===== src/core/mcsr_pkg.sv =====
// Constants and carrier types for the core special-function register bank
package mcsr_pkg;
  localparam logic [5:0] ADDR_TIMER = 6'h01;
  localparam logic [5:0] ADDR_PCL = 6'h02;
  localparam logic [5:0] ADDR_STATUS = 6'h03;
  localparam logic [5:0] ADDR_PTR = 6'h04;
  localparam logic [5:0] ADDR_PORT_A_DATA = 6'h05;
  localparam logic [5:0] ADDR_PORT_B_DATA = 6'h06;
  localparam logic [5:0] ADDR_PORT_C_DATA = 6'h07;
  localparam logic [5:0] ADDR_PWR = 6'h08;
  localparam logic [5:0] ADDR_WAKE = 6'h09;
  localparam logic [5:0] ADDR_PC_HIGH_BUFFER = 6'h0a;
  localparam int STACK_DEPTH = 5;
  localparam int ST_C = 0;
  localparam int ST_DC = 1;
  localparam int ST_Z = 2;
  localparam int ST_PD = 3;
  localparam int ST_TO = 4;
  localparam int OPT_CS = 5;
  localparam int OPT_SE = 4;
  localparam int OPT_PSA = 3;
  localparam int PWR_WDT = 7;
  localparam int PWR_EIS = 6;
  localparam int PWR_LVD = 5;
  localparam int PWR_ROC = 4;
  localparam logic [7:0] PWR_MASK = 8'hf0;
  localparam logic [7:0] PORT_A_DATA_MASK = 8'h0f;
  localparam logic [7:0] STATUS_RESET = 8'h18;
  localparam logic [6:0] OPTION_RESET = 7'h3f;
  localparam logic [7:0] PTR_RESET = 8'hc0;

  typedef enum logic [2:0] {
    MCSR_PC_NEXT,
    MCSR_PC_JUMP,
    MCSR_PC_CALL,
    MCSR_PC_RET
  } mcsr_pc_op_t;

  // One instruction's effect on the bank, from the decoder
  typedef struct packed {
    mcsr_pc_op_t pc_op;
    logic [9:0] target;
    logic wr_en;
    logic [5:0] wr_addr;
    logic [7:0] wr_data;
    logic [5:0] rd_addr;
    logic flags_c;
    logic flags_dc;
    logic flags_z;
    logic alu_c;
    logic alu_dc;
    logic alu_z;
    logic clear_watchdog_instr;
    logic sleep;
    logic wdt_overflow;
    logic option_wr;
    logic [6:0] option_data;
    logic clr_timer_flag;
  } mcsr_exec_t;
endpackage : mcsr_pkg


===== src/core/mcsr_bank.sv =====
// Special-function register bank: timer, program counter and stack, status, ports
`timescale 1ns/1ns
module mcsr_bank #(
  parameter int PC_W = 11,
  parameter bit FOUR_BANKS = 1'b1
) (
  input wire logic clk_in,
  input wire logic rst_n_in,
  input wire mcsr_pkg::mcsr_exec_t exec_in,
  input wire logic timer_ext_clock_pin_in,
  input wire logic [3:0] port_a_pins_in,
  input wire logic [7:0] port_b_pins_in,
  input wire logic [7:0] port_c_pins_in,
  output logic [7:0] rd_data_out,
  output logic [PC_W-1:0] pc_out,
  output logic [7:0] port_a_latch_out,
  output logic [7:0] port_b_latch_out,
  output logic [7:0] port_c_latch_out,
  output logic [7:0] status_out,
  output logic timer_overflow_flag_out,
  output logic prescaler_wdt_tick_out,
  output logic watchdog_enable_out,
  output logic low_voltage_detect_enable_out,
  output logic resistor_option_enable_out,
  output logic ext_irq_level_out,
  output logic [7:0] pin_change_wake_enable_out
);
  localparam logic [PC_W-1:0] PC_ONE = {{(PC_W-1){1'b0}}, 1'b1};

  logic [7:0] timer_q, timer_d;
  logic [7:0] presc_q, presc_d;
  logic ext_prev_q, ext_prev_d;
  logic tflag_q, tflag_d;
  logic [6:0] option_q, option_d;
  logic [PC_W-1:0] pc_q, pc_d;
  logic [PC_W-1:0] stack_q [mcsr_pkg::STACK_DEPTH];
  logic [PC_W-1:0] stack_d [mcsr_pkg::STACK_DEPTH];
  logic [2:0] sp_q, sp_d;
  logic [2:0] pc_high_buffer_q, pc_high_buffer_d;
  logic [7:0] status_q, status_d;
  logic [7:0] ptr_q, ptr_d;
  logic [7:0] pa_q, pa_d, pb_q, pb_d, pc_lat_q, pc_lat_d;
  logic [7:0] pwr_q, pwr_d;
  logic [7:0] wake_q, wake_d;
  logic [7:0] rd_q, rd_d;
  logic presc_tick;
  logic presc_hit;
  logic wdt_tick;
  logic src_tick;
  logic timer_tick;
  logic ext_edge;

  function automatic logic wr_hit(input mcsr_pkg::mcsr_exec_t e, input logic [5:0] a);
    wr_hit = e.wr_en && (e.wr_addr == a);
  endfunction : wr_hit

  // Prescaler output for a rate code: bit n toggling gives 1:2^(n+1)
  function automatic logic rate_hit(input logic [7:0] cnt, input logic [2:0] rate);
    logic [7:0] mask;
    mask = 8'hff >> (3'h7 - rate);
    rate_hit = ((cnt & mask) == mask);
  endfunction : rate_hit

  // Timer clock selection and edge detection
  always_comb
  begin
    ext_prev_d = timer_ext_clock_pin_in;
    ext_edge = option_q[mcsr_pkg::OPT_SE] ?
      (ext_prev_q && !timer_ext_clock_pin_in) :
      (!ext_prev_q && timer_ext_clock_pin_in);
    src_tick = option_q[mcsr_pkg::OPT_CS] ? ext_edge : 1'b1;
    presc_hit = rate_hit(presc_q, option_q[2:0]);
    // Watchdog divides one step less than the timer, so 1:1 at code zero
    wdt_tick = option_q[mcsr_pkg::OPT_PSA] &&
      ((option_q[2:0] == 3'h0) || rate_hit(presc_q, option_q[2:0] - 3'h1));
    presc_tick = option_q[mcsr_pkg::OPT_PSA] ? 1'b1 : src_tick;
    timer_tick = option_q[mcsr_pkg::OPT_PSA] ? src_tick : (src_tick && presc_hit);
  end

  // Timer, prescaler, overflow flag, option
  always_comb
  begin
    timer_d = timer_q;
    presc_d = presc_tick ? presc_q + 8'h01 : presc_q;
    tflag_d = tflag_q;
    option_d = exec_in.option_wr ? exec_in.option_data : option_q;
    if (timer_tick)
    begin
      timer_d = timer_q + 8'h01;
    end
    if (wr_hit(exec_in, mcsr_pkg::ADDR_TIMER))
    begin
      timer_d = exec_in.wr_data;
      if (!option_q[mcsr_pkg::OPT_PSA])
      begin
        presc_d = 8'h00;
      end
    end
    if (exec_in.clr_timer_flag)
    begin
      tflag_d = 1'b0;
    end
    // Set wins over a clear in the same cycle
    if (timer_tick && timer_q == 8'hff)
    begin
      tflag_d = 1'b1;
    end
  end

  // Program counter, buffer and circular stack
  always_comb
  begin
    logic [PC_W-1:0] jump_pc;
    logic [PC_W-1:0] linear;
    jump_pc = '0;
    linear = pc_q + PC_ONE;
    if (PC_W > 10)
    begin
      jump_pc = PC_W'({pc_high_buffer_q[2], exec_in.target});
    end
    else
    begin
      // Cast, not a slice: a slice above bit 9 would be out of range at full width
      jump_pc = PC_W'(exec_in.target);
    end
    pc_d = linear;
    sp_d = sp_q;
    stack_d = stack_q;
    pc_high_buffer_d = wr_hit(exec_in, mcsr_pkg::ADDR_PC_HIGH_BUFFER) ? exec_in.wr_data[2:0] : pc_high_buffer_q;
    unique case (exec_in.pc_op)
      mcsr_pkg::MCSR_PC_JUMP:
      begin
        pc_d = jump_pc;
      end
      mcsr_pkg::MCSR_PC_CALL:
      begin
        pc_d = jump_pc;
        stack_d[sp_q] = linear;
        sp_d = (sp_q == 3'(mcsr_pkg::STACK_DEPTH - 1)) ? 3'h0 : sp_q + 3'h1;
      end
      mcsr_pkg::MCSR_PC_RET:
      begin
        sp_d = (sp_q == 3'h0) ? 3'(mcsr_pkg::STACK_DEPTH - 1) : sp_q - 3'h1;
        pc_d = stack_q[sp_d];
      end
      default:
      begin
        if (wr_hit(exec_in, mcsr_pkg::ADDR_PCL))
        begin
          pc_d = PC_W'({pc_high_buffer_q, exec_in.wr_data});
        end
      end
    endcase
  end

  // Status, pointer, ports, power control, wake control
  always_comb
  begin
    status_d = status_q;
    if (wr_hit(exec_in, mcsr_pkg::ADDR_STATUS))
    begin
      status_d[7:5] = exec_in.wr_data[7:5];
      status_d[2:0] = exec_in.wr_data[2:0];
    end
    if (exec_in.flags_c)
    begin
      status_d[mcsr_pkg::ST_C] = exec_in.alu_c;
    end
    if (exec_in.flags_dc)
    begin
      status_d[mcsr_pkg::ST_DC] = exec_in.alu_dc;
    end
    if (exec_in.flags_z)
    begin
      status_d[mcsr_pkg::ST_Z] = exec_in.alu_z;
    end
    if (exec_in.clear_watchdog_instr)
    begin
      status_d[mcsr_pkg::ST_PD] = 1'b1;
      status_d[mcsr_pkg::ST_TO] = 1'b1;
    end
    else if (exec_in.sleep)
    begin
      status_d[mcsr_pkg::ST_PD] = 1'b0;
      status_d[mcsr_pkg::ST_TO] = 1'b1;
    end
    if (exec_in.wdt_overflow)
    begin
      status_d[mcsr_pkg::ST_TO] = 1'b0;
    end
    ptr_d = ptr_q;
    if (wr_hit(exec_in, mcsr_pkg::ADDR_PTR))
    begin
      ptr_d = FOUR_BANKS ? exec_in.wr_data : {2'b11, exec_in.wr_data[5:0]};
    end
    pa_d = wr_hit(exec_in, mcsr_pkg::ADDR_PORT_A_DATA) ?
      (exec_in.wr_data & mcsr_pkg::PORT_A_DATA_MASK) : pa_q;
    pb_d = wr_hit(exec_in, mcsr_pkg::ADDR_PORT_B_DATA) ? exec_in.wr_data : pb_q;
    pc_lat_d = wr_hit(exec_in, mcsr_pkg::ADDR_PORT_C_DATA) ? exec_in.wr_data : pc_lat_q;
    pwr_d = wr_hit(exec_in, mcsr_pkg::ADDR_PWR) ?
      (exec_in.wr_data & mcsr_pkg::PWR_MASK) : pwr_q;
    wake_d = wr_hit(exec_in, mcsr_pkg::ADDR_WAKE) ? exec_in.wr_data : wake_q;
  end

  // Registered read port; the upper counter bits have no address
  always_comb
  begin
    unique case (exec_in.rd_addr)
      mcsr_pkg::ADDR_TIMER: rd_d = timer_q;
      mcsr_pkg::ADDR_PCL: rd_d = pc_q[7:0];
      mcsr_pkg::ADDR_STATUS: rd_d = status_q;
      mcsr_pkg::ADDR_PTR: rd_d = ptr_q;
      mcsr_pkg::ADDR_PORT_A_DATA: rd_d = {4'h0, port_a_pins_in};
      mcsr_pkg::ADDR_PORT_B_DATA: rd_d = port_b_pins_in;
      mcsr_pkg::ADDR_PORT_C_DATA: rd_d = port_c_pins_in;
      mcsr_pkg::ADDR_PWR: rd_d = pwr_q;
      mcsr_pkg::ADDR_WAKE: rd_d = wake_q;
      mcsr_pkg::ADDR_PC_HIGH_BUFFER: rd_d = {5'h00, pc_high_buffer_q};
      default: rd_d = 8'h00;
    endcase
  end

  always_ff @(posedge clk_in or negedge rst_n_in)
  begin
    if (!rst_n_in)
    begin
      timer_q <= 8'h00;
      presc_q <= 8'h00;
      ext_prev_q <= 1'b0;
      tflag_q <= 1'b0;
      option_q <= mcsr_pkg::OPTION_RESET;
      pc_q <= '0;
      for (int i = 0; i < mcsr_pkg::STACK_DEPTH; i++)
      begin
        stack_q[i] <= '0;
      end
      sp_q <= 3'h0;
      pc_high_buffer_q <= 3'h0;
      status_q <= mcsr_pkg::STATUS_RESET;
      ptr_q <= mcsr_pkg::PTR_RESET;
      pa_q <= 8'h00;
      pb_q <= 8'h00;
      pc_lat_q <= 8'h00;
      pwr_q <= 8'h00;
      wake_q <= 8'h00;
      rd_q <= 8'h00;
    end
    else
    begin
      timer_q <= timer_d;
      presc_q <= presc_d;
      ext_prev_q <= ext_prev_d;
      tflag_q <= tflag_d;
      option_q <= option_d;
      pc_q <= pc_d;
      stack_q <= stack_d;
      sp_q <= sp_d;
      pc_high_buffer_q <= pc_high_buffer_d;
      status_q <= status_d;
      ptr_q <= ptr_d;
      pa_q <= pa_d;
      pb_q <= pb_d;
      pc_lat_q <= pc_lat_d;
      pwr_q <= pwr_d;
      wake_q <= wake_d;
      rd_q <= rd_d;
    end
  end

  assign rd_data_out = rd_q;
  assign pc_out = pc_q;
  assign port_a_latch_out = pa_q;
  assign port_b_latch_out = pb_q;
  assign port_c_latch_out = pc_lat_q;
  assign status_out = status_q;
  assign timer_overflow_flag_out = tflag_q;
  assign prescaler_wdt_tick_out = wdt_tick;
  assign watchdog_enable_out = pwr_q[mcsr_pkg::PWR_WDT];
  assign low_voltage_detect_enable_out = pwr_q[mcsr_pkg::PWR_LVD];
  assign resistor_option_enable_out = pwr_q[mcsr_pkg::PWR_ROC];
  // Bit 0 change path masked while it serves as interrupt pin
  assign ext_irq_level_out = pwr_q[mcsr_pkg::PWR_EIS] & port_b_pins_in[0];
  assign pin_change_wake_enable_out = {wake_q[7:1],
    wake_q[0] & ~pwr_q[mcsr_pkg::PWR_EIS]};
endmodule : mcsr_bank


===== config.mk =====
export PLATFORM = sky130hd
export DESIGN_NAME = mcsr_bank
export DESIGN_NICKNAME = d
export VERILOG_FILES = /design/src/core/mcsr_pkg.sv /design/src/core/mcsr_bank.sv
export SDC_FILE = /design/constraint.sdc
export NUM_CORES = 1
export LEC_CHECK = 0
export BUFFER_PORTS_ARGS = -buffer_cell sky130_fd_sc_hd__buf_2
export CAP_MARGIN = 20
export CORE_UTILIZATION = 45
export CTS_BUF_LIST = sky130_fd_sc_hd__clkbuf_16
export CTS_CLUSTER_DIAMETER = 80
export CTS_CLUSTER_SIZE = 8
export DETAILED_ROUTE_END_ITERATION = 7
export GPL_ROUTABILITY_DRIVEN = 1
export PLACE_DENSITY = 0.7
export SLEW_MARGIN = 40
export SYNTH_ARGS = -nofsm -noshare
export SYNTH_HDL_FRONTEND = slang
export SYNTH_SLANG_ARGS = --single-unit

===== constraint.sdc =====
create_clock -name clk_in -period 3.75 [get_ports clk_in]
set_input_delay 0.1875 -clock clk_in [delete_from_list [all_inputs] [get_ports clk_in]]
set_output_delay 0.1875 -clock clk_in [all_outputs]
set_load 0.005 [all_outputs]

==> results.txt <==
----------------------------------------------------
[Worst setup path]
  Worst setup path class ... reg -> reg
  Critical Path RT ... 4.05 ns
  Launch point of the worst reg-to-reg path ... sp_q[0]
  Arr. time, crit path ... 3.10 ns
  Worst Setup End Kind ... register
  Beginning of the critical path ... sp_q[0]
  Largest fanout on the critical path ... 14
  Setup crit start kind ... register

[Logic synthesis]
  Leading register cell type out of synthesis ... sky130_fd_sc_hd__dfrtp_1
  Fraction of synthesis flops using an asynchronous set or reset pin ... 1.00
  Share of the yosys chip area belonging to registers ... 0.497
  Cell type with the highest aggregate area in the netlist ... sky130_fd_sc_hd__dfrtp_1
  Count of cell types in the netlist ... 61
  Syn Std Cell Area ... 7680 sq um
  Number of enable flip-flop cells after synthesis ... 0
  Most frequent cell after synthesis ... sky130_fd_sc_hd__dfrtp_1
  Number of cells produced by synthesis ... 746
  Synth Area per Inst ... 10.3 sq um
  Most instantiated cells after synthesis ... sky130_fd_sc_hd__dfrtp_1, sky130_fd_sc_hd__nand2_1, sky130_fd_sc_hd__nor2_1
  Number of warning messages in the yosys log ... 0
  Seq cells post-synth ... 152
  Most area-consuming cells after synthesis ... sky130_fd_sc_hd__dfrtp_1, sky130_fd_sc_hd__mux2_2, sky130_fd_sc_hd__nand2_1, sky130_fd_sc_hd__o21ai_0, sky130_fd_sc_hd__dfstp_2
  Area fraction of the dominant cell type after synthesis ... 0.463

[Placement]
  HPWL reported at the end of detailed placement ... 14300 um
  Count of buffers from port buffering ... 134
  Final Wtd Congestion ... 0.933
  Cell count after placement ... 1065
  DP Area ... 8480 sq um

[GRT]
  GRT Total Usage ... 0.240
  Global-route wire length before repair ... 32700 um
  Via count of the first global-routing pass ... 6149
  Overflow after GRT ... 0
  Initial antenna violation count ... 3
  Maximum number of pins on one net before global-route repair ... 90

[Run status]
  Outcome ... completed

[Clock tree]
  Num Clock Sinks ... 152
  CTS tree ... built
  Num CTS Buffers ... 17
  Setup Fix Bufs, Post-CTS ... 0
  Buffers from clock root to sink, at most ... 2
  Clock root buffer master ... sky130_fd_sc_hd__clkbuf_16
  H-tree Lvls ... 4
  Clock-pin slew reported for the worst setup and hold paths after clock tree synthesis ... 0.06 ns
  Clock insertion delay at the later pin of the skew report ... 0.42 ns

[Drt]
  DRT Wirelength ... 20300 um
  DRT iter0 DRCs ... 565
  Detailed-route DRC error count ... 0
  Number of routed nets with antenna violations ... 0
  Average detailed-routed wire length per instance ... 18.2 um
  Via count ... 6339
  Via-per-instance ratio ... 5.67
  Detailed-routing iteration count for the pre-antenna-repair pass ... 7

[STA]
  Worst slew slack as a fraction of its limit ... 0.476
  Number of endpoints with negative hold slack in the final report ... 0
  Setup-violating endpoint count in the final report ... 0
  Max frequency ... 358 MHz
  Worst hold margin ... 0.0434 ns
  Final period utilization ... 0.746
  Max Clock Skew ... 0.0109 ns
  Total negative setup slack ... 0 ns
  Unrepaired setup endpoints after global routing ... no
  Slew at the pin closest to its max-slew limit ... 0.776 ns
  Max-slew violation total from the final report ... 0
  Fin crit period ... 2.80 ns

[Flow run]
  Number of max-capacitance violations reported ... 0

[Pwr]
  Clock share of power ... 0.279
  Power density over cell area ... 641 nW/um^2
  Post-layout power ... 5.94 mW
  Gate power share ... 0.288
  Int Power ... 3.86 mW
  Worst IR Drop VDD ... 0.000523 V
  Switching power as a share of total power ... 0.350
  Net switching power figure ... 2.08 mW
  Leakage power summed over all cells ... 4.37 nW
  Relative contribution of sequential cells to total power ... 0.433

[Floorplan]
  Number of standard-cell rows in the floorplan ... 47
  Number of top-level pins ... 140
  Width of the die ... 133 um
  Effective utilization at floorplan ... 0.461
  Die height ... 133 um
  Area of the core ... 16600 sq um
  DIE AREA ... 17600 sq um

[Finish]
  Relative area change from synthesis to final layout ... 20.7%
  Number of nets in the finished design ... 971
  Fillcell total ... 1425
  Total non-filler cell area in the finished layout ... 9270 sq um
  Post-route insts no fill ... 1118
  Share of cells above drive strength 1 ... 0.281

[Min path]
  Class of the most critical hold timing path ... in -> reg
  HP Start ... exec_in[8]

----------------------------------------------------
[cell type report]
type,instances,area [sq um],area share
inverter,17,63.8,0.00689
tap,220,275,0.0297
multi-input combinational,537,3620,0.391
sequential,152,3820,0.412
clock inverter,15,140,0.0151
clock buffer,17,425,0.0459
antenna,2,5.00,0.000540
timing repair buffer,158,920,0.0992
[cell families after synthesis]
logic type                 share of synthesized area
DFF                                            0.497
and+or+nand+nor                                0.155
xor gates and xnor gates                      0.0217
adders and majority gates                     0.0212
buffers and inverters                         0.0360
other                                       0.000488
AOI/OAI and AO/OA                              0.139
muxes                                          0.130
[stage by stage]
step / utilization / setup slack (ns)
finish: 0.557 / 0.954
global route: 0.557 / 0.773
CTS: 0.555 / 0.969
detailed placement: 0.510 / 0.993
global placement: 0.510 / 1.01
floorplan: - / 1.03
[cells in the final DEF (no fill, tap or decap), types with 8 or more instances in the layout]
master                          instances
sky130_fd_sc_hd__dfrtp_1              142
sky130_fd_sc_hd__buf_2                133
sky130_fd_sc_hd__nand2_1               91
sky130_fd_sc_hd__nor2_1                64
sky130_fd_sc_hd__mux2_2                60
sky130_fd_sc_hd__o21ai_0               60
sky130_fd_sc_hd__a21oi_1               25
sky130_fd_sc_hd__mux2i_1               21
sky130_fd_sc_hd__nand3_1               20
sky130_fd_sc_hd__inv_1                 19
sky130_fd_sc_hd__dlygate4sd3_1         19
sky130_fd_sc_hd__clkbuf_16             17
sky130_fd_sc_hd__nor3_1                14
sky130_fd_sc_hd__ha_1                  13
sky130_fd_sc_hd__nand2b_1              12
sky130_fd_sc_hd__xor2_1                12
sky130_fd_sc_hd__a221oi_1              11
sky130_fd_sc_hd__a22oi_1               10
sky130_fd_sc_hd__dfstp_2               10
sky130_fd_sc_hd__o22ai_1                9
sky130_fd_sc_hd__nand4_1                8
[critical path: stages, from the launching register on]
cell and delay (ns):
sky130_fd_sc_hd__dfrtp_1 0.61, sky130_fd_sc_hd__buf_4 0.26, sky130_fd_sc_hd__ha_1 0.50, sky130_fd_sc_hd__nor4b_1 0.12, sky130_fd_sc_hd__a211o_1 0.47, sky130_fd_sc_hd__a221oi_1 0.35
sky130_fd_sc_hd__nor2_1 0.09, sky130_fd_sc_hd__o32a_1 0.29
[path summary, 6_finish.rpt]
check / slack (ns) / endpoint / cells after the start
worst max-delay path: 0.95 / pc_out[9] / 7
worst min-delay path: 0.04 / option_q[3] / 2
worst max register to register: 0.95 / pc_out[9] / 7
worst min register to register: 0.48 / stack_q[24] / 2
max in group asynchronous: 2.57 / stack_q[4] / 3
min in group asynchronous: 0.38 / rd_data_out[7] / 2
[per-layer routing]
metal  vias up  part of all wire  GRT usage
li1       2973                 -          -
met1      3146              0.45      0.326
met2       195              0.47      0.377
met3        23             0.065     0.0651
met4         2             0.014     0.0722
met5         -           0.00054          0
[state kept, by name, indices dropped and copies added (netlist names)]
name,count
stack_q,55
pc_out,11
port_b_latch_out,8
port_c_latch_out,8
presc_q,8
ptr_q,8
rd_data_out,8
status_out,8
timer_q,8
wake_q,8
option_q,6
port_a_latch_out,4
pwr_q,4
pc_high_buffer_q,3
sp_q,3
ext_prev_q,1
timer_overflow_flag_out,1
[power groups by stage]
stage	clock [mW]	sequential [mW]	combinational, mW
floorplan	0	2.45	1.20
global placement	0	2.58	1.64
detailed placement	0	2.58	1.69
CTS	1.68	2.56	1.71
global route	1.75	2.64	1.91
finish	1.66	2.57	1.71
[what timing repair did]
item,CTS,global route
endpoints found under the setup margin,0,0
gates resized for setup,0,0
hold buffers,19,0
hold endpoints to repair,92,0
Power figures use the tool's default switching activity.
